### src/cop_pkg.sv
// Package for the auxiliary clock output and PLL pin override block.
// Holds register offsets, field positions, reset values and divider counts.
package cop_pkg;

  // Register offsets on the serial control port
  localparam logic [14:0] COP_AUX_CTRL_ADDR  = 15'h0057;
  localparam logic [14:0] COP_PLL_OVR_ADDR   = 15'h0058;
  localparam logic [14:0] COP_VCO_TRIM_ADDR  = 15'h0059;

  // Reset values
  localparam logic [7:0]  COP_AUX_CTRL_RST   = 8'h00;
  localparam logic [7:0]  COP_PLL_OVR_RST    = 8'h00;
  localparam logic [7:0]  COP_VCO_TRIM_RST   = 8'h00;

  // Auxiliary control fields
  localparam int          COP_AUX_EN_BIT     = 7;
  localparam int          COP_AUX_MODE_MSB   = 2;

  // Auxiliary mode codes
  localparam logic [2:0]  COP_MODE_UI16      = 3'h0;
  localparam logic [2:0]  COP_MODE_UI32      = 3'h1;
  localparam logic [2:0]  COP_MODE_UI64      = 3'h2;
  localparam logic [2:0]  COP_MODE_TSTAMP    = 3'h3;

  // Ticks per half period of the auxiliary clock (one tick per UI)
  localparam logic [5:0]  COP_HALF_UI16      = 6'h08;
  localparam logic [5:0]  COP_HALF_UI32      = 6'h10;
  localparam logic [5:0]  COP_HALF_UI64      = 6'h20;

  // PLL override fields
  localparam int          COP_OVR_EN_BIT     = 7;
  localparam int          COP_REFD_LSB       = 4;
  localparam int          COP_REFC_LSB       = 2;
  localparam int          COP_SE_OVR_BIT     = 1;
  localparam int          COP_PLL_EN_BIT     = 0;

  // Reference output select codes and ticks per half period
  localparam logic [1:0]  COP_REF_OFF        = 2'h0;
  localparam logic [1:0]  COP_REF_DIV1       = 2'h1;
  localparam logic [1:0]  COP_REF_DIV2       = 2'h2;
  localparam logic [1:0]  COP_REF_DIV4       = 2'h3;
  localparam logic [5:0]  COP_HALF_DIV1      = 6'h01;
  localparam logic [5:0]  COP_HALF_DIV2      = 6'h02;
  localparam logic [5:0]  COP_HALF_DIV4      = 6'h04;

  // Serial frame: 1 read flag, 15 address bits, 8 data bits
  localparam logic [4:0]  COP_ADDR_BITS_END  = 5'h0f;
  localparam logic [4:0]  COP_FRAME_BITS_END = 5'h17;

  // Register access request from the serial port
  typedef struct packed {
    logic        rd;
    logic        wr;
    logic [14:0] addr;
    logic [7:0]  data;
  } cop_req_t;

endpackage

### src/cop_clock_ctrl.sv
// Auxiliary clock output and sampling PLL pin override control.
// Assumes ser_ui_tick and ref_tick are one-cycle pulses from logic on clk;
// configuration pins and the timestamp input are asynchronous.
//
// Summary of operation
// - The enable bit turns the auxiliary output divider and buffer on at 1, off at 0, reset 0.
// - Mode codes 0, 1, 2 give 16, 32, 64 UI clocks and codes 4 to 7 are reserved.
// - Mode code 3 sends the resampled timestamp input to the auxiliary output.
// - Clock modes 0 to 2 are built from serializer UI ticks and nothing else.
// - A serializer re-initialisation briefly disrupts the auxiliary clock.
// - Override bit 7 leaves PLL control with the pins at 0 and takes it from the register at 1.
// - Under override, bits 5:4 pick reference output D: off, or reference over 1, 2, 4.
// - Under override, bits 3:2 pick reference output C: off, or reference over 1, 2, 4.
// - Without override both select fields are ignored and the two config pins decide.
// - Reference output D never runs unless reference output C runs.
// - Under override, bit 1 selects the single-ended reference clock instead of its pin.
// - Under override, bit 0 enables the PLL instead of the enable pin.
`timescale 1ns/10ps
`default_nettype none

module cop_clock_ctrl
  import cop_pkg::*;
(
  // Clock and reset
  input  wire logic       clk,
  input  wire logic       sys_rst,
  // Serial control port
  input  wire logic       spi_sclk,
  input  wire logic       spi_cs_n,
  input  wire logic       spi_sdi,
  output var  logic       spi_sdo,
  output var  logic       spi_sdo_oe,
  // Serializer and reference timing
  input  wire logic       ser_ui_tick,
  input  wire logic       ser_reinit,
  input  wire logic       ref_tick,
  // Configuration pins
  input  wire logic       pll_enable_pin,
  input  wire logic       single_ended_ref_pin,
  input  wire logic       clock_config_pin0,
  input  wire logic       clock_config_pin1,
  input  wire logic       timestamp_in_pin,
  // Outputs
  output var  logic       aux_clock_out_pin,
  output var  logic       ref_output_c,
  output var  logic       ref_output_d,
  output var  logic       pll_enable,
  output var  logic       single_ended_ref_clock,
  output var  logic [7:0] vco_trim
);

  // Reference select to ticks per half period; used for C and D
  function automatic logic [5:0] ref_half(input logic [1:0] sel);
    logic [5:0] h;
    h = 6'h00;
    unique case (sel)
      COP_REF_OFF:  h = 6'h00;
      COP_REF_DIV1: h = COP_HALF_DIV1;
      COP_REF_DIV2: h = COP_HALF_DIV2;
      COP_REF_DIV4: h = COP_HALF_DIV4;
    endcase
    return h;
  endfunction

  cop_req_t   req;
  logic [7:0] aux_out_mode_sel;
  logic [7:0] pll_pin_override;
  logic [7:0] rd_data;
  logic [1:0] pen_s;
  logic [1:0] se_s;
  logic [1:0] cfg0_s;
  logic [1:0] cfg1_s;
  logic [1:0] ts_s;
  logic       aux_div_q;
  logic       c_div_q;
  logic       d_div_q;

  // Register access over the serial port
  cop_spi_slave u_spi (
    .clk        (clk),
    .sys_rst    (sys_rst),
    .spi_sclk   (spi_sclk),
    .spi_cs_n   (spi_cs_n),
    .spi_sdi    (spi_sdi),
    .spi_sdo    (spi_sdo),
    .spi_sdo_oe (spi_sdo_oe),
    .req        (req),
    .rd_data    (rd_data)
  );

  // Address decode; unmapped reads return zero, writes are dropped
  wire wr_aux  = req.wr && (req.addr == COP_AUX_CTRL_ADDR);
  wire wr_ovr  = req.wr && (req.addr == COP_PLL_OVR_ADDR);
  wire wr_trim = req.wr && (req.addr == COP_VCO_TRIM_ADDR);
  assign rd_data = (req.addr == COP_AUX_CTRL_ADDR) ? aux_out_mode_sel :
                   (req.addr == COP_PLL_OVR_ADDR)  ? pll_pin_override :
                   (req.addr == COP_VCO_TRIM_ADDR) ? vco_trim : 8'h00;

  // Reserved bits are stored as written; host keeps them zero
  always_ff @(posedge clk or posedge sys_rst) begin
    if (sys_rst) begin
      aux_out_mode_sel <= COP_AUX_CTRL_RST;
      pll_pin_override <= COP_PLL_OVR_RST;
      vco_trim         <= COP_VCO_TRIM_RST;
    end else begin
      if (wr_aux) aux_out_mode_sel <= req.data;
      if (wr_ovr) pll_pin_override <= req.data;
      if (wr_trim) vco_trim <= req.data;
    end
  end

  // Pin synchronisers; first stage read only by the second
  always_ff @(posedge clk or posedge sys_rst) begin
    if (sys_rst) begin
      pen_s  <= 2'h0;
      se_s   <= 2'h0;
      cfg0_s <= 2'h0;
      cfg1_s <= 2'h0;
      ts_s   <= 2'h0;
    end else begin
      pen_s  <= {pen_s[0], pll_enable_pin};
      se_s   <= {se_s[0], single_ended_ref_pin};
      cfg0_s <= {cfg0_s[0], clock_config_pin0};
      cfg1_s <= {cfg1_s[0], clock_config_pin1};
      ts_s   <= {ts_s[0], timestamp_in_pin};
    end
  end

  // Auxiliary output decode
  wire       aux_out_enable     = aux_out_mode_sel[COP_AUX_EN_BIT];
  wire [2:0] aux_out_mode_field = aux_out_mode_sel[COP_AUX_MODE_MSB:0];
  wire       aux_clk_mode       = aux_out_mode_field <= COP_MODE_UI64;
  wire       aux_ts_mode        = aux_out_mode_field == COP_MODE_TSTAMP;
  wire       aux_run            = aux_out_enable && aux_clk_mode;
  wire [5:0] aux_half           = (aux_out_mode_field == COP_MODE_UI16) ? COP_HALF_UI16 :
                                  (aux_out_mode_field == COP_MODE_UI32) ? COP_HALF_UI32 :
                                  COP_HALF_UI64;

  // Divider stops while disabled; a serializer restart resets its phase
  cop_tick_div u_aux_div (
    .clk      (clk),
    .sys_rst  (sys_rst),
    .clear    (!aux_run || ser_reinit),
    .tick     (ser_ui_tick),
    .half_cnt (aux_half),
    .q        (aux_div_q)
  );

  // Reserved codes and disabled state give a quiet low output
  wire next_aux = !aux_out_enable ? 1'b0 :
                  aux_ts_mode     ? ts_s[1] :
                  aux_clk_mode    ? aux_div_q : 1'b0;

  // Override or pin mode selection of the PLL controls
  wire       pll_override_enable       = pll_pin_override[COP_OVR_EN_BIT];
  wire [1:0] ref_out_d_select          = pll_pin_override[COP_REFD_LSB +: 2];
  wire [1:0] ref_out_c_select          = pll_pin_override[COP_REFC_LSB +: 2];
  wire       single_ended_ref_override = pll_pin_override[COP_SE_OVR_BIT];
  wire       pll_enable_override       = pll_pin_override[COP_PLL_EN_BIT];

  // Pin mode: config pins give C directly, D follows C when pin1 is high
  wire [1:0] pin_c_sel = {cfg1_s[1], cfg0_s[1]};
  wire [1:0] pin_d_sel = cfg1_s[1] ? pin_c_sel : COP_REF_OFF;
  wire [1:0] c_sel     = pll_override_enable ? ref_out_c_select : pin_c_sel;
  wire [1:0] d_sel     = pll_override_enable ? ref_out_d_select : pin_d_sel;
  wire       c_run     = c_sel != COP_REF_OFF;
  wire       d_run     = c_run && (d_sel != COP_REF_OFF);

  wire next_pll_en = pll_override_enable ? pll_enable_override : pen_s[1];
  wire next_se_sel = pll_override_enable ? single_ended_ref_override : se_s[1];

  // Reference dividers for outputs C and D
  cop_tick_div u_c_div (
    .clk      (clk),
    .sys_rst  (sys_rst),
    .clear    (!c_run),
    .tick     (ref_tick),
    .half_cnt (ref_half(c_sel)),
    .q        (c_div_q)
  );

  cop_tick_div u_d_div (
    .clk      (clk),
    .sys_rst  (sys_rst),
    .clear    (!d_run),
    .tick     (ref_tick),
    .half_cnt (ref_half(d_sel)),
    .q        (d_div_q)
  );

  // Output flops; a selection change shows one cycle later
  always_ff @(posedge clk or posedge sys_rst) begin
    if (sys_rst) begin
      aux_clock_out_pin      <= 1'b0;
      ref_output_c           <= 1'b0;
      ref_output_d           <= 1'b0;
      pll_enable             <= 1'b0;
      single_ended_ref_clock <= 1'b0;
    end else begin
      aux_clock_out_pin      <= next_aux;
      ref_output_c           <= c_run && c_div_q;
      ref_output_d           <= d_run && d_div_q;
      pll_enable             <= next_pll_en;
      single_ended_ref_clock <= next_se_sel;
    end
  end

  // Checks
  a_aux_off_low: assert property (@(posedge clk) disable iff (sys_rst)
    !aux_out_enable |=> !aux_clock_out_pin)
    else $error("aux output moved while disabled");

  a_reserved_low: assert property (@(posedge clk) disable iff (sys_rst)
    (aux_out_mode_field[2]) |=> !aux_clock_out_pin)
    else $error("aux output moved in reserved mode");

  a_ts_resample: assert property (@(posedge clk) disable iff (sys_rst)
    (aux_out_enable && aux_ts_mode) |=> aux_clock_out_pin == $past(ts_s[1]))
    else $error("timestamp not resampled to aux output");

  a_reinit_clear: assert property (@(posedge clk) disable iff (sys_rst)
    ser_reinit |=> !aux_div_q ##1 (aux_clock_out_pin == 1'b0 || !aux_clk_mode))
    else $error("serializer restart did not reset aux divider");

  a_no_tick_hold: assert property (@(posedge clk) disable iff (sys_rst)
    (aux_run && !ser_ui_tick && !ser_reinit && $stable(aux_out_mode_sel)) |=>
      $stable(aux_div_q))
    else $error("aux clock moved without a UI tick");

  a_pll_en_src: assert property (@(posedge clk) disable iff (sys_rst)
    1'b1 |=> pll_enable == ($past(pll_override_enable) ?
                            $past(pll_enable_override) : $past(pen_s[1])))
    else $error("PLL enable from wrong source");

  a_se_src: assert property (@(posedge clk) disable iff (sys_rst)
    pll_override_enable |=> single_ended_ref_clock == $past(single_ended_ref_override))
    else $error("single-ended select ignored override");

  a_d_needs_c: assert property (@(posedge clk) disable iff (sys_rst)
    ref_output_d |-> $past(c_run))
    else $error("output D ran without output C");

  a_c_off_low: assert property (@(posedge clk) disable iff (sys_rst)
    (pll_override_enable && ref_out_c_select == COP_REF_OFF) |=> !ref_output_c)
    else $error("output C ran while deselected");

  a_d_sel_used: assert property (@(posedge clk) disable iff (sys_rst)
    (pll_override_enable && ref_out_d_select == COP_REF_OFF) |=> !ref_output_d)
    else $error("output D ran while deselected");

  a_pin_mode_c: assert property (@(posedge clk) disable iff (sys_rst)
    (!pll_override_enable && pin_c_sel == COP_REF_OFF) |=> !ref_output_c)
    else $error("output C ran in pin mode while pins select off");

  a_pll_en_ovr: assert property (@(posedge clk) disable iff (sys_rst)
    (pll_override_enable && pll_enable_override) |=> pll_enable)
    else $error("override did not enable PLL");

  a_ctrl_write: assert property (@(posedge clk) disable iff (sys_rst)
    wr_aux |=> aux_out_mode_sel == $past(req.data))
    else $error("control write not stored");

  a_aux_clk_path: assert property (@(posedge clk) disable iff (sys_rst)
    (aux_out_enable && aux_clk_mode) |=> aux_clock_out_pin == $past(aux_div_q))
    else $error("aux clock not taken from UI divider");

  a_aux_off_div: assert property (@(posedge clk) disable iff (sys_rst)
    !aux_out_enable |=> !aux_div_q)
    else $error("aux divider ran while disabled");

  a_rsvd_div_park: assert property (@(posedge clk) disable iff (sys_rst)
    aux_out_mode_field[2] |=> !aux_div_q)
    else $error("aux divider ran in reserved mode");

  a_ts_no_div: assert property (@(posedge clk) disable iff (sys_rst)
    aux_ts_mode |=> !aux_div_q)
    else $error("aux divider ran in timestamp mode");

  a_c_follow_div: assert property (@(posedge clk) disable iff (sys_rst)
    (pll_override_enable && c_run) |=> ref_output_c == $past(c_div_q))
    else $error("output C not taken from its divider");

  a_d_follow_div: assert property (@(posedge clk) disable iff (sys_rst)
    (pll_override_enable && d_run) |=> ref_output_d == $past(d_div_q))
    else $error("output D not taken from its divider");

  a_d_off_no_c: assert property (@(posedge clk) disable iff (sys_rst)
    !c_run |=> !ref_output_d)
    else $error("output D ran while output C was off");

  a_pin_mode_d: assert property (@(posedge clk) disable iff (sys_rst)
    (!pll_override_enable && !cfg1_s[1]) |=> !ref_output_d)
    else $error("output D ran in pin mode while pins select off");

  a_se_pin_src: assert property (@(posedge clk) disable iff (sys_rst)
    !pll_override_enable |=> single_ended_ref_clock == $past(se_s[1]))
    else $error("single-ended select not taken from pin");

  a_c_div1_toggle: assert property (@(posedge clk) disable iff (sys_rst)
    (c_run && c_sel == COP_REF_DIV1 && ref_tick) |=> c_div_q != $past(c_div_q))
    else $error("output C divider missed a reference tick");

endmodule
`default_nettype wire

### src/cop_spi_slave.sv
// Serial control port slave: read flag, 15-bit address, 8 data bits, MSB first.
// Assumes sclk at most clk/8; all port pins are synchronised here.
`timescale 1ns/10ps
`default_nettype none

module cop_spi_slave
  import cop_pkg::*;
(
  // Clock and reset
  input  wire logic       clk,
  input  wire logic       sys_rst,
  // Serial pins
  input  wire logic       spi_sclk,
  input  wire logic       spi_cs_n,
  input  wire logic       spi_sdi,
  output var  logic       spi_sdo,
  output var  logic       spi_sdo_oe,
  // Register side
  output var  cop_req_t   req,
  input  wire logic [7:0] rd_data
);

  logic [2:0]  sclk_s;
  logic [1:0]  cs_s;
  logic [1:0]  sdi_s;
  logic [4:0]  bit_cnt;
  logic [22:0] sh;
  logic [7:0]  rd_sh;
  logic        rd_phase;

  // Two-stage synchronisers; only stage two and later feed logic
  always_ff @(posedge clk or posedge sys_rst) begin
    if (sys_rst) begin
      sclk_s <= 3'h0;
      cs_s   <= 2'h3;
      sdi_s  <= 2'h0;
    end else begin
      sclk_s <= {sclk_s[1:0], spi_sclk};
      cs_s   <= {cs_s[0], spi_cs_n};
      sdi_s  <= {sdi_s[0], spi_sdi};
    end
  end

  wire        sclk_rise = sclk_s[1] & ~sclk_s[2];
  wire        sclk_fall = ~sclk_s[1] & sclk_s[2];
  wire        active    = ~cs_s[1];
  wire [15:0] head      = {sh[14:0], sdi_s[1]};
  wire [23:0] word      = {sh, sdi_s[1]};
  wire        at_addr   = sclk_rise && (bit_cnt == COP_ADDR_BITS_END);
  wire        at_end    = sclk_rise && (bit_cnt == COP_FRAME_BITS_END);

  // Shift in on rising edges; frame restarts whenever select drops
  always_ff @(posedge clk or posedge sys_rst) begin
    if (sys_rst) begin
      bit_cnt <= 5'h00;
      sh      <= 23'h00_0000;
    end else if (!active) begin
      bit_cnt <= 5'h00;
    end else if (sclk_rise) begin
      bit_cnt <= (bit_cnt == COP_FRAME_BITS_END) ? 5'h00 : bit_cnt + 5'h01;
      sh      <= word[22:0];
    end
  end

  // Requests: read after the address, write after the data
  always_ff @(posedge clk or posedge sys_rst) begin
    if (sys_rst) begin
      req <= '0;
    end else begin
      req.rd <= active && at_addr && head[15];
      req.wr <= active && at_end && !word[23];
      if (active && at_addr) begin
        req.addr <= head[14:0];
      end
      if (active && at_end) begin
        req.data <= word[7:0];
      end
    end
  end

  // Read data leaves on falling edges, MSB first
  always_ff @(posedge clk or posedge sys_rst) begin
    if (sys_rst) begin
      rd_sh      <= 8'h00;
      rd_phase   <= 1'b0;
      spi_sdo    <= 1'b0;
      spi_sdo_oe <= 1'b0;
    end else if (!active) begin
      rd_phase   <= 1'b0;
      spi_sdo_oe <= 1'b0;
    end else if (req.rd) begin
      rd_sh    <= rd_data;
      rd_phase <= 1'b1;
    end else if (rd_phase && sclk_fall) begin
      spi_sdo    <= rd_sh[7];
      spi_sdo_oe <= 1'b1;
      rd_sh      <= {rd_sh[6:0], 1'b0};
    end
  end

endmodule
`default_nettype wire

### src/cop_tick_div.sv
// Toggle divider counting input ticks; one output level per half period.
// Assumes tick comes from logic on the same clock.
`timescale 1ns/10ps
`default_nettype none

module cop_tick_div
  import cop_pkg::*;
(
  // Clock and reset
  input  wire logic       clk,
  input  wire logic       sys_rst,
  // Control
  input  wire logic       clear,
  input  wire logic       tick,
  input  wire logic [5:0] half_cnt,
  // Divided level
  output var  logic       q
);

  logic [5:0] cnt;
  wire        wrap = tick && (cnt >= half_cnt - 6'h01); // Shorter period applies at once

  // Clear parks the output low so a stopped divider is static
  always_ff @(posedge clk or posedge sys_rst) begin
    if (sys_rst) begin
      cnt <= 6'h00;
      q   <= 1'b0;
    end else if (clear) begin
      cnt <= 6'h00;
      q   <= 1'b0;
    end else if (wrap) begin
      cnt <= 6'h00;
      q   <= ~q;
    end else if (tick) begin
      cnt <= cnt + 6'h01;
    end
  end

endmodule
`default_nettype wire
### config.mk
export PLATFORM = sky130hd
export DESIGN_NAME = cop_clock_ctrl
export DESIGN_NICKNAME = d
export VERILOG_FILES = /design/src/cop_pkg.sv /design/src/cop_clock_ctrl.sv /design/src/cop_spi_slave.sv /design/src/cop_tick_div.sv
export SDC_FILE = /design/constraint.sdc
export NUM_CORES = 1
export LEC_CHECK = 0
export ABC_AREA = 1
export BUFFER_PORTS_ARGS = -buffer_cell sky130_fd_sc_hd__buf_2
export CAP_MARGIN = 20
export CORE_MARGIN = 2
export CORE_UTILIZATION = 39
export CTS_BUF_LIST = sky130_fd_sc_hd__clkbuf_4 sky130_fd_sc_hd__clkbuf_8
export DETAILED_ROUTE_END_ITERATION = 8
export GPL_TIMING_DRIVEN = 0
export PLACE_DENSITY_LB_ADDON = 0.08
export SYNTH_ARGS = -nofsm -noshare
export SYNTH_HDL_FRONTEND = slang
export SYNTH_HIERARCHICAL = 1
export SYNTH_SLANG_ARGS = --single-unit
### constraint.sdc
create_clock -name clk -period 3.92 [get_ports clk]
set_input_delay 0.98 -clock clk [delete_from_list [all_inputs] [get_ports clk]]
set_output_delay 0.98 -clock clk [all_outputs]
set_load 0.01 [all_outputs]
==> impl_metrics.yaml, run 1 <==
power_and_ir_drop:
  leakagePower_nw: 3.909
  ir_drop_v: 0.0002768
  clockPowerShare_pct: 42.3
  p_sw_mw: 0.7762
  p_comb_share_pct: 9.3
  sequentialPowerShare_pct: 48.4
  internal_power_mw: 2.250
  switching_share_pct: 25.65
  power.density_nw_per_um2: 399.2
worst_setup_path:
  worstSetupStartpointType: "register"
  cp_cell_sequence: "inv_2, nand2_1, o21ai_1, nor2_1, nor3_2, nand3_1, xnor2_1, inv_1, ha_1, nand2_1, nor2_1, nand2_1, a21oi_2, nor2_1"
  crit_required_ps: 4250
  worst_setup_path_end_kind: "register"
  critical_path.max_stage_delay_ps: 440
  arrival_ps: 2970
  crit_type: "reg2reg"
  cp_slowest_cell: "dfrtp_1"
  crit_path_max_fanout: 8
floorplan:
  core-area_um2: 16640
  die_area_um2: 18170
  fp.dieH_um: 134.8
  pin_count: 28
  start_util_pct: 40.09
  rows: 47
  die_x_um: 134.8
routing:
  routedWlPerCell_um: 12.65
  final_antenna_net_count: 0
  routed_via_density: 4.619
  drtIter0Drc: 288
  finalWirelength_um: 13780
  dr.pass1.iters: 5
  drc_errors: 0
  vias: 5030
placed_design:
  hpwl_um: 10100
  placed_cells: 1058
  gp_congestion: 0.8059
  port_buffers: 27
cts:
  htreeDepth: 4
  clk_pin_slew_worst_paths_ps: 80
  holdBufCountCts: 0
  numClockSinks: 131
  cts_buffers: 17
  clk-insertion-delay-late_ps: 450
  cts_tree: "yes"
  root_buffer: "clkbuf_8"
  ctsLongestPathBuffers: 2
  postCtsSetupRepairBufs: 0
  cts_resized: 0
sta:
  tns_ps: 0
  setup_viol: 0
  grt_setup_unrepaired: "no"
  drv_slew: 0
  hold_viol_final: 0
  fin_crit_sh_pct: 67.31
  worst_slew_pin_slew_ps: 895.2
  post-route-min-period_ps: 2639
  finClkSkew_ps: 14.02
  max_freq_ghz: 0.3790
  timing.slew.headroom_pct: 40.32
yosys:
  ys_types: 33
  ys.flop_type: "dfrtp_1"
  syn-cell-area_um2: 6671
  yosysTopAreaCell: "dfrtp_1"
  syn_inst: 797
  synth_edf_count: 0
  yosysWarnings: 6
  ys_top_cells_by_count: "nand2_1, dfrtp_1, inv_1"
  netlist.area_leader.share_pct: 48.39
  synth_area_leaders: "dfrtp_1, nand2_1, inv_1, ha_1, nor2_1"
  avgSynthCellArea_um2: 8.371
  yosysMostFrequentCell: "nand2_1"
  synthArstFlopShare_pct: 100.0
  ys_ff_latch: 131
  yosysSeqAreaShare_pct: 49.17
outcome:
  status: "finished, final reports clean"
final_layout:
  register_area_um2: 3281
  multi_input_area_um2: 2853
  syn_to_final_growth_pct: 13.62
  diodes: 0
  finalNonFillerCells: 1089
  drive_gt1_share_pct: 16.23
  final_net_count: 896
  nFillCells: 1631
run:
  maxCapViolations: 0
global_route:
  overflow: 0
  grt_pass1_wl_um: 23940
  grt_pass1_vias: 4919
  grt_max_degree: 72
  antenna_found_initial: 0
  track_usage_pct: 16.68
hold_path:
  hp-class: "reg2reg"
==> cell families (layout without fill, tap and decap cells) <==
family	Yosys count	after routing	synth area share, %
DFF	131	131	49.17
buffers and inverters	141	199	8.852
xor gates and xnor gates	19	19	2.494
other	1	15	0.05621
adders and majority gates	26	26	4.876
AOI/OAI and AO/OA	95	95	8.440
and+or+nand+nor	384	384	26.11
==> worst paths after layout <==
kind / to / slack, ps / cells after the start / start
setup reg to reg: u_d_div/cnt[5]$_DFFE_PP0P_ / 1280 / 14 / pll_pin_override[7]$_DFFE_PP0P_
setup / recovery: u_d_div/cnt[5]$_DFFE_PP0P_ / 1280 / 14 / pll_pin_override[7]$_DFFE_PP0P_
min in group asynchronous: u_c_div/q$_DFFE_PP0P_ / 540 / 2 / sys_rst
hold reg to reg: pen_s[1]$_DFF_PP0_ / 350 / 0 / pen_s[0]$_DFF_PP0_
max in group asynchronous: u_spi/req[8]$_DFFE_PP0P_ / 2560 / 2 / sys_rst
hold / removal: pen_s[1]$_DFF_PP0_ / 350 / 0 / pen_s[0]$_DFF_PP0_
==> metrics by stage <==
stage	power, mW	setup slack (ps)	utilization (%)	hold WS, ps	cell area, um^2
after floorplan	1.693	1147	-	331.2	6724
after global placement	1.767	149.1	42.87	332.7	7134
after detailed placement	1.777	1259	42.88	334.7	7137
after CTS	3.074	1248	45.55	353.1	7580
after global routing	3.195	1016	45.55	362.0	7580
final	3.026	1281	45.55	348.1	7580
==> flip-flops by register name (all words and copies together), names as in the netlist, 6 cells and up <==
name,count
aux_out_mode_sel,8
pll_pin_override,8
u_aux_div/cnt,6
u_c_div/cnt,6
u_d_div/cnt,6
u_spi/rd_sh,8
u_spi/req,25
u_spi/sh,23
vco_trim,8
==> worst max-delay path: cells and delay by family (launching register included) <==
kind	cells	cell delay, ps
and+or+nand+nor	8	920
AOI/OAI and AO/OA	2	480
DFF	1	440
adders and majority gates	1	290
buffers and inverters	2	210
xor gates and xnor gates	1	170
==> final cells by class <==
type,instances,area share [%]
buffer,16,1.585
clock buffer,20,3.549
clock inverter,11,2.294
inverter,125,6.240
multi-input combinational,539,37.64
sequential,131,43.28
tap,220,3.632
timing repair buffer,27,1.783
==> cell usage in the layout, fill, tap and decap left out, types with 3 or more instances in the layout <==
cell and instances:
nand2_1 228, dfrtp_1 129, inv_1 116, nor2_1 64, o21ai_0 44, nand3_1 35, buf_2 33, ha_1 26
o21ai_1 25, nand4_1 19, clkbuf_8 19, conb_1 15, a21oi_2 14, xnor2_1 13, nand2_2 11, nor2_2 9
o21ai_2 8, inv_2 7, buf_6 7, nor2_4 7, xor2_1 6, bufinv_16 4, clkbuf_1 3, clkinv_2 3
inv_6 3, nor3_2 3
==> routing by layer <==
metal  part of all wire [%]  global-route usage (%)
met2                     48                   26.59
met3                    3.0                   3.979
met1                     48                   22.33
met5                      0                       0
met4                    1.7                   5.848
==> power groups by stage <==
stage | combinational (mW) | sequential (mW) | clock, mW
floorplan | 0.211 | 1.48 | 0
global placement | 0.278 | 1.49 | 0
detailed placement | 0.287 | 1.49 | 0
CTS | 0.287 | 1.46 | 1.32
global route | 0.335 | 1.48 | 1.38
finish | 0.282 | 1.47 | 1.28
No activity file was read; power rests on OpenSTA's default activity.
==> run 2, diff against run 1 <==
==> constraint.sdc (replaced) <==
create_clock -name clk -period 2.5 [get_ports clk]
set_input_delay 0.625 -clock clk [delete_from_list [all_inputs] [get_ports clk]]
set_output_delay 0.625 -clock clk [all_outputs]
set_load 0.01 [all_outputs]
==> impl_metrics.yaml, run 2 (synthesized netlist as in run 1, its figures left out) <==
floorplan:
  core-area_um2: 16640
  die_x_um: 134.8
  start_util_pct: 40.09
  pin_count: 28
  rows: 47
  die_area_um2: 18170
  fp.dieH_um: 134.8
power_and_ir_drop:
  switching_share_pct: 26.02
  ir_drop_v: 0.0004352
  internal_power_mw: 3.543
  power.density_nw_per_um2: 618.6
  clockPowerShare_pct: 42.0
  p_comb_share_pct: 10.0
  leakagePower_nw: 3.937
  sequentialPowerShare_pct: 48.0
  finalPower_mw: 4.789
  p_sw_mw: 1.246
placed_design:
  pre_cts_ws_ps: -161.0
  placed_cells: 1058
  placedInstanceArea_um2: 7137
  port_buffers: 27
  gp_congestion: 0.8059
  hpwl_um: 10100
cts:
  ctsLongestPathBuffers: 2
  cts_buffers: 17
  numClockSinks: 131
  clk_pin_slew_worst_paths_ps: 80
  clk-insertion-delay-late_ps: 450
  cts_tree: "yes"
  holdBufCountCts: 0
  htreeDepth: 4
  root_buffer: "clkbuf_8"
final_layout:
  largest_reg_flops: 25
  final_cell_mix: "nand2_1, dfrtp_1, inv_1, nor2_1, o21ai_0"
  final_common_cell: "nand2_1"
  syn_to_final_growth_pct: 16.05
  drive_gt1_share_pct: 19.57
  biggestRegsByFlops: "u_spi/req (25), u_spi/sh (23)"
  finalNonFillerCells: 1094
  final_area_um2: 7742
  utilization_pct: 46.52
  diodes: 0
  largest_register: "u_spi/req"
  final_net_count: 901
sta:
  drv_slew: 0
  finClkSkew_ps: 11.32
  worst_slew_pin_slew_ps: 896.1
  grt_setup_unrepaired: "yes"
  max_freq_ghz: 0.4221
  fin_ws_ps: 131.1
  hold_viol_final: 0
  post-route-min-period_ps: 2369
  setup_viol: 0
  timing.slew.headroom_pct: 40.26
  fin_crit_sh_pct: 94.76
worst_setup_path:
  crit_required_ps: 2840
  worst_r2r_path_depth: 14
  arrival_ps: 2710
  worst_setup_path_end_kind: "register"
  crit_type: "reg2reg"
  worstSetupStartpointType: "register"
  crit_path_max_fanout: 5
global_route:
  overflow: 0
  grt_pass1_wl_um: 24020
  antenna_found_initial: 0
  grt_max_degree: 72
  grt_pass1_vias: 4917
  track_usage_pct: 16.74
routing:
  final_antenna_net_count: 0
  finalWirelength_um: 14000
  drtIter0Drc: 314
  routed_via_density: 4.640
  drc_errors: 0
  dr.pass1.iters: 5
  vias: 5076
  routedWlPerCell_um: 12.80
run:
  maxCapViolations: 0
outcome:
  status: "finished, final reports clean"
hold_path:
  hp-class: "in2async"
==> run 2: cell types whose count changed in the layout (fill, tap and decap cells not counted), moves of 2 or more <==
cell	change
a21oi_4	+4
nor2_2	+5
nand2_2	+7
ha_1	-3
buf_4	+5
a21oi_2	-3
nand2_1	-7
nor2_1	-6
ha_4	+2
inv_2	+4
inv_1	-5
==> run 2: final timing paths <==
check                                                 from                              end  slack (ps)
max                        pll_pin_override[7]$_DFFE_PP0P_       u_d_div/cnt[4]$_DFFE_PP0P_         130
min                                                sys_rst            u_c_div/q$_DFFE_PP0P_         180
max reg2reg                pll_pin_override[7]$_DFFE_PP0P_       u_d_div/cnt[4]$_DFFE_PP0P_         130
min reg2reg                             pen_s[0]$_DFF_PP0_               pen_s[1]$_DFF_PP0_         350
max in group asynchronous                          sys_rst  pll_pin_override[7]$_DFFE_PP0P_        1480
min in group clk                                  spi_cs_n          u_spi/cs_s[0]$_DFF_PP1_         270
==> run 2: per-layer routing <==
metal	vias to the layer above	share of wire [%]	routed length (um)	GRT usage [%]
li1	2606	-	-	-
met1	2372	47	6601	22.40
met2	75	48	6718	26.79
met3	23	3.1	440	3.941
met4	0	1.7	244	5.731
met5	-	0	0	0
==> run 2: area by class of cell <==
class	count	area (um^2)
fillers	1620	8900
flip-flops and latches	131	3282
multi-input cells	539	2974
inverters	125	475.5
well taps	220	275.3
clock buffers	20	269.0
clock inverters	11	173.9
repair buffers	32	172.7
plain buffers	16	120.1
==> run 2: critical path, stage by stage (launching register included) <==
cell	delay, ps
dfrtp_2	460
inv_4	100
nand2_2	80
o21ai_4	200
nor2_2	70
nor3_2	150
nand3_1	120
xnor2_1	180
inv_1	90
ha_4	280
nand2_2	60
nor2_2	110
nand2_2	80
a21oi_4	220
nor2_1	60
==> run 2: repair_timing <==
| item | 4_1_cts | 5_1_grt |
|---|---|---|
| endpoints found under the setup margin | 7 | 14 |
| endpoints found under the hold margin | 0 | 0 |
| resized for setup | 2 | 31 |
| pin swaps | 1 | 19 |
| buffers inserted | 1 | 4 |
==> run 2: stage by stage <==
step	TNS, ps	hold slack [ps]
final	0	180.1
after global routing	-298.1	188.6
after CTS	0	164.3
after detailed placement	-830.9	334.7
after global placement	-63790	332.7
after floorplan	0	331.2
==> run 2: power by group through the flow <==
stage / Sequential [mW] / Clock, mW / Combinational, mW
after floorplan: 2.32 / 0 / 0.332
after global placement: 2.34 / 0 / 0.435
after detailed placement: 2.34 / 0 / 0.449
after CTS: 2.30 / 2.07 / 0.453
after global routing: 2.32 / 2.17 / 0.565
final: 2.30 / 2.01 / 0.478
==> run 3, diff against run 2 <==
==> constraint.sdc (replaced) <==
create_clock -name clk -period 2.2 [get_ports clk]
set_input_delay 0.55 -clock clk [delete_from_list [all_inputs] [get_ports clk]]
set_output_delay 0.55 -clock clk [all_outputs]
set_load 0.01 [all_outputs]
==> impl_metrics.yaml, run 3 (synthesized netlist as in run 1, its figures left out) <==
floorplan:
  die_x_um: 134.8
  rows: 47
  core-area_um2: 16640
  fp.dieH_um: 134.8
  pin_count: 28
  start_util_pct: 40.09
  die_area_um2: 18170
worst_setup_path:
  crit_type: "reg2reg"
  reg2reg_slack_ps: -210
  r2r-start: "pll_pin_override[7]$_DFFE_PP0P_"
  arrival_ps: 2730
  worst_setup_path_end_kind: "register"
  crit_required_ps: 2520
  timing.rr.end: "u_c_div/q$_DFFE_PP0P_"
  worst_r2r_path_depth: 16
  crit_path_max_fanout: 4
  worstSetupStartpointType: "register"
routing:
  final_antenna_net_count: 0
  dr.pass1.iters: 4
  drc_errors: 0
  drtIter0Drc: 226
  finalWirelength_um: 14310
  vias: 5112
  routedWlPerCell_um: 12.99
  routed_via_density: 4.639
placed_design:
  gp_congestion: 0.7914
  pre_cts_ws_ps: -399.9
  port_buffers: 27
  hpwl_um: 10300
  placed_cells: 1060
outcome:
  violations: "setup timing"
  status: "finished, violations left"
cts:
  clk_pin_slew_worst_paths_ps: 80
  cts_buffers: 17
  cts_tree: "yes"
  root_buffer: "clkbuf_8"
  htreeDepth: 4
  numClockSinks: 131
  clk-insertion-delay-late_ps: 450
  ctsLongestPathBuffers: 2
final_layout:
  syn_to_final_growth_pct: 19.04
  final_cell_mix: "nand2_1, dfrtp_1, inv_1, nor2_1, o21ai_0"
  drive_gt1_share_pct: 24.38
  biggestRegsByFlops: "u_spi/req (25), u_spi/sh (23)"
  diodes: 0
  largest_register: "u_spi/req"
  largest_reg_flops: 25
  finalNonFillerCells: 1102
  final_common_cell: "nand2_1"
  final_net_count: 908
run:
  maxCapViolations: 0
sta:
  setup_viol: 14
  hold_viol_final: 0
  grt_setup_unrepaired: "yes"
  drv_slew: 0
  timing.slew.headroom_pct: 44.65
  fin_ws_ps: -207.4
  max_freq_ghz: 0.4154
  post-route-min-period_ps: 2407
  fin_crit_sh_pct: 109.4
  finClkSkew_ps: 18.66
  worst_slew_pin_slew_ps: 829.0
power_and_ir_drop:
  power.density_nw_per_um2: 638.6
  leakagePower_nw: 3.957
  ir_drop_v: 0.0004570
global_route:
  grt_max_degree: 40
  grt_pass1_vias: 5014
  grt_pass1_wl_um: 24140
  antenna_found_initial: 0
  track_usage_pct: 16.78
  overflow: 0
hold_path:
  hp-class: "in2async"
-- run 3: cell count changes in the layout (fill, tap and decap cells not counted), sizes merged --
cell	previous run	this run
buf	45	52
bufinv	4	0
clkbuf	23	22
clkinvlp	0	5
inv	127	128
-- run 3: report_power, final --
| part | switching [mW] | total, mW | internal [mW] |
|---|---|---|---|
| clock | 1.01 | 1.84 | 0.836 |
| sequential | 0.0898 | 2.61 | 2.52 |
| combinational | 0.388 | 0.619 | 0.231 |
| total | 1.48 | 5.07 | 3.59 |
-- run 3: what timing repair did --
action                     4_1_cts  5_1_grt
gates resized for setup         47       40
setup buffers                    7        3
pin swaps                       32       35
setup endpoints to repair       14       21
hold buffers                     0        0
-- run 3: stage by stage --
step	TNS [ps]	utilization (%)	hold slack [ps]	power (mW)	cell area, um^2
finish	-2136	47.72	95.35	5.071	7941
global route	-4111	47.72	78.44	5.340	7941
CTS	-2346	46.68	79.31	5.084	7769
detailed placement	-4660	43.15	337.1	3.173	7182
global placement	-4341	42.91	334.7	3.146	7142
floorplan	0	-	331.2	3.017	6731
-- run 3: worst max path at each step --
| stage | cells after the start | from | slack [ps] | to |
|---|---|---|---|---|
| 5_1_grt | 16 | pll_pin_override[7]$_DFFE_PP0P_ | -340 | u_c_div/q$_DFFE_PP0P_ |
| 3_5_place_dp | 15 | pll_pin_override[7]$_DFFE_PP0P_ | -400 | u_c_div/cnt[5]$_DFFE_PP0P_ |
| 4_1_cts | 14 | pll_pin_override[7]$_DFFE_PP0P_ | -210 | u_d_div/cnt[2]$_DFFE_PP0P_ |
| 2_1_floorplan | 14 | pll_pin_override[7]$_DFFE_PP0P_ | 0.8 | u_d_div/cnt[5]$_DFFE_PP0P_ |
| 3_3_place_gp | 15 | pll_pin_override[7]$_DFFE_PP0P_ | -370 | u_c_div/cnt[5]$_DFFE_PP0P_ |
| 6_report | 16 | pll_pin_override[7]$_DFFE_PP0P_ | -210 | u_c_div/q$_DFFE_PP0P_ |
-- run 3: final cells by class --
cell class / count / area [um^2]
flip-flops and latches: 131 / 3282
fillers: 1653 / 8701
clock buffers: 19 / 255.2
well taps: 220 / 275.3
inverters: 125 / 476.7
repair buffers: 39 / 261.5
clock inverters: 13 / 100.1
plain buffers: 16 / 120.1
multi-input cells: 539 / 3171
-- run 3: routing by layer --
layer | part of all wire [%] | track usage, %
met1 | 45 | 21.00
met2 | 51 | 28.82
met3 | 3.2 | 4.354
met4 | 0.86 | 4.503
met5 | 0 | 0
-- run 3: critical path, cell delays in order (launching register included) --
cell and delay (ps):
dfrtp_2 460, buf_6 150, a21oi_4 170, buf_6 120, nor2_2 50, nor3_4 210, nand3_2 100, xnor2_1 150
inv_1 80, ha_4 290, nand2_4 60, nor2_2 90, nand2_2 90, nand2_2 90, nand2_1 60, nand2_1 70
nand2_1 70
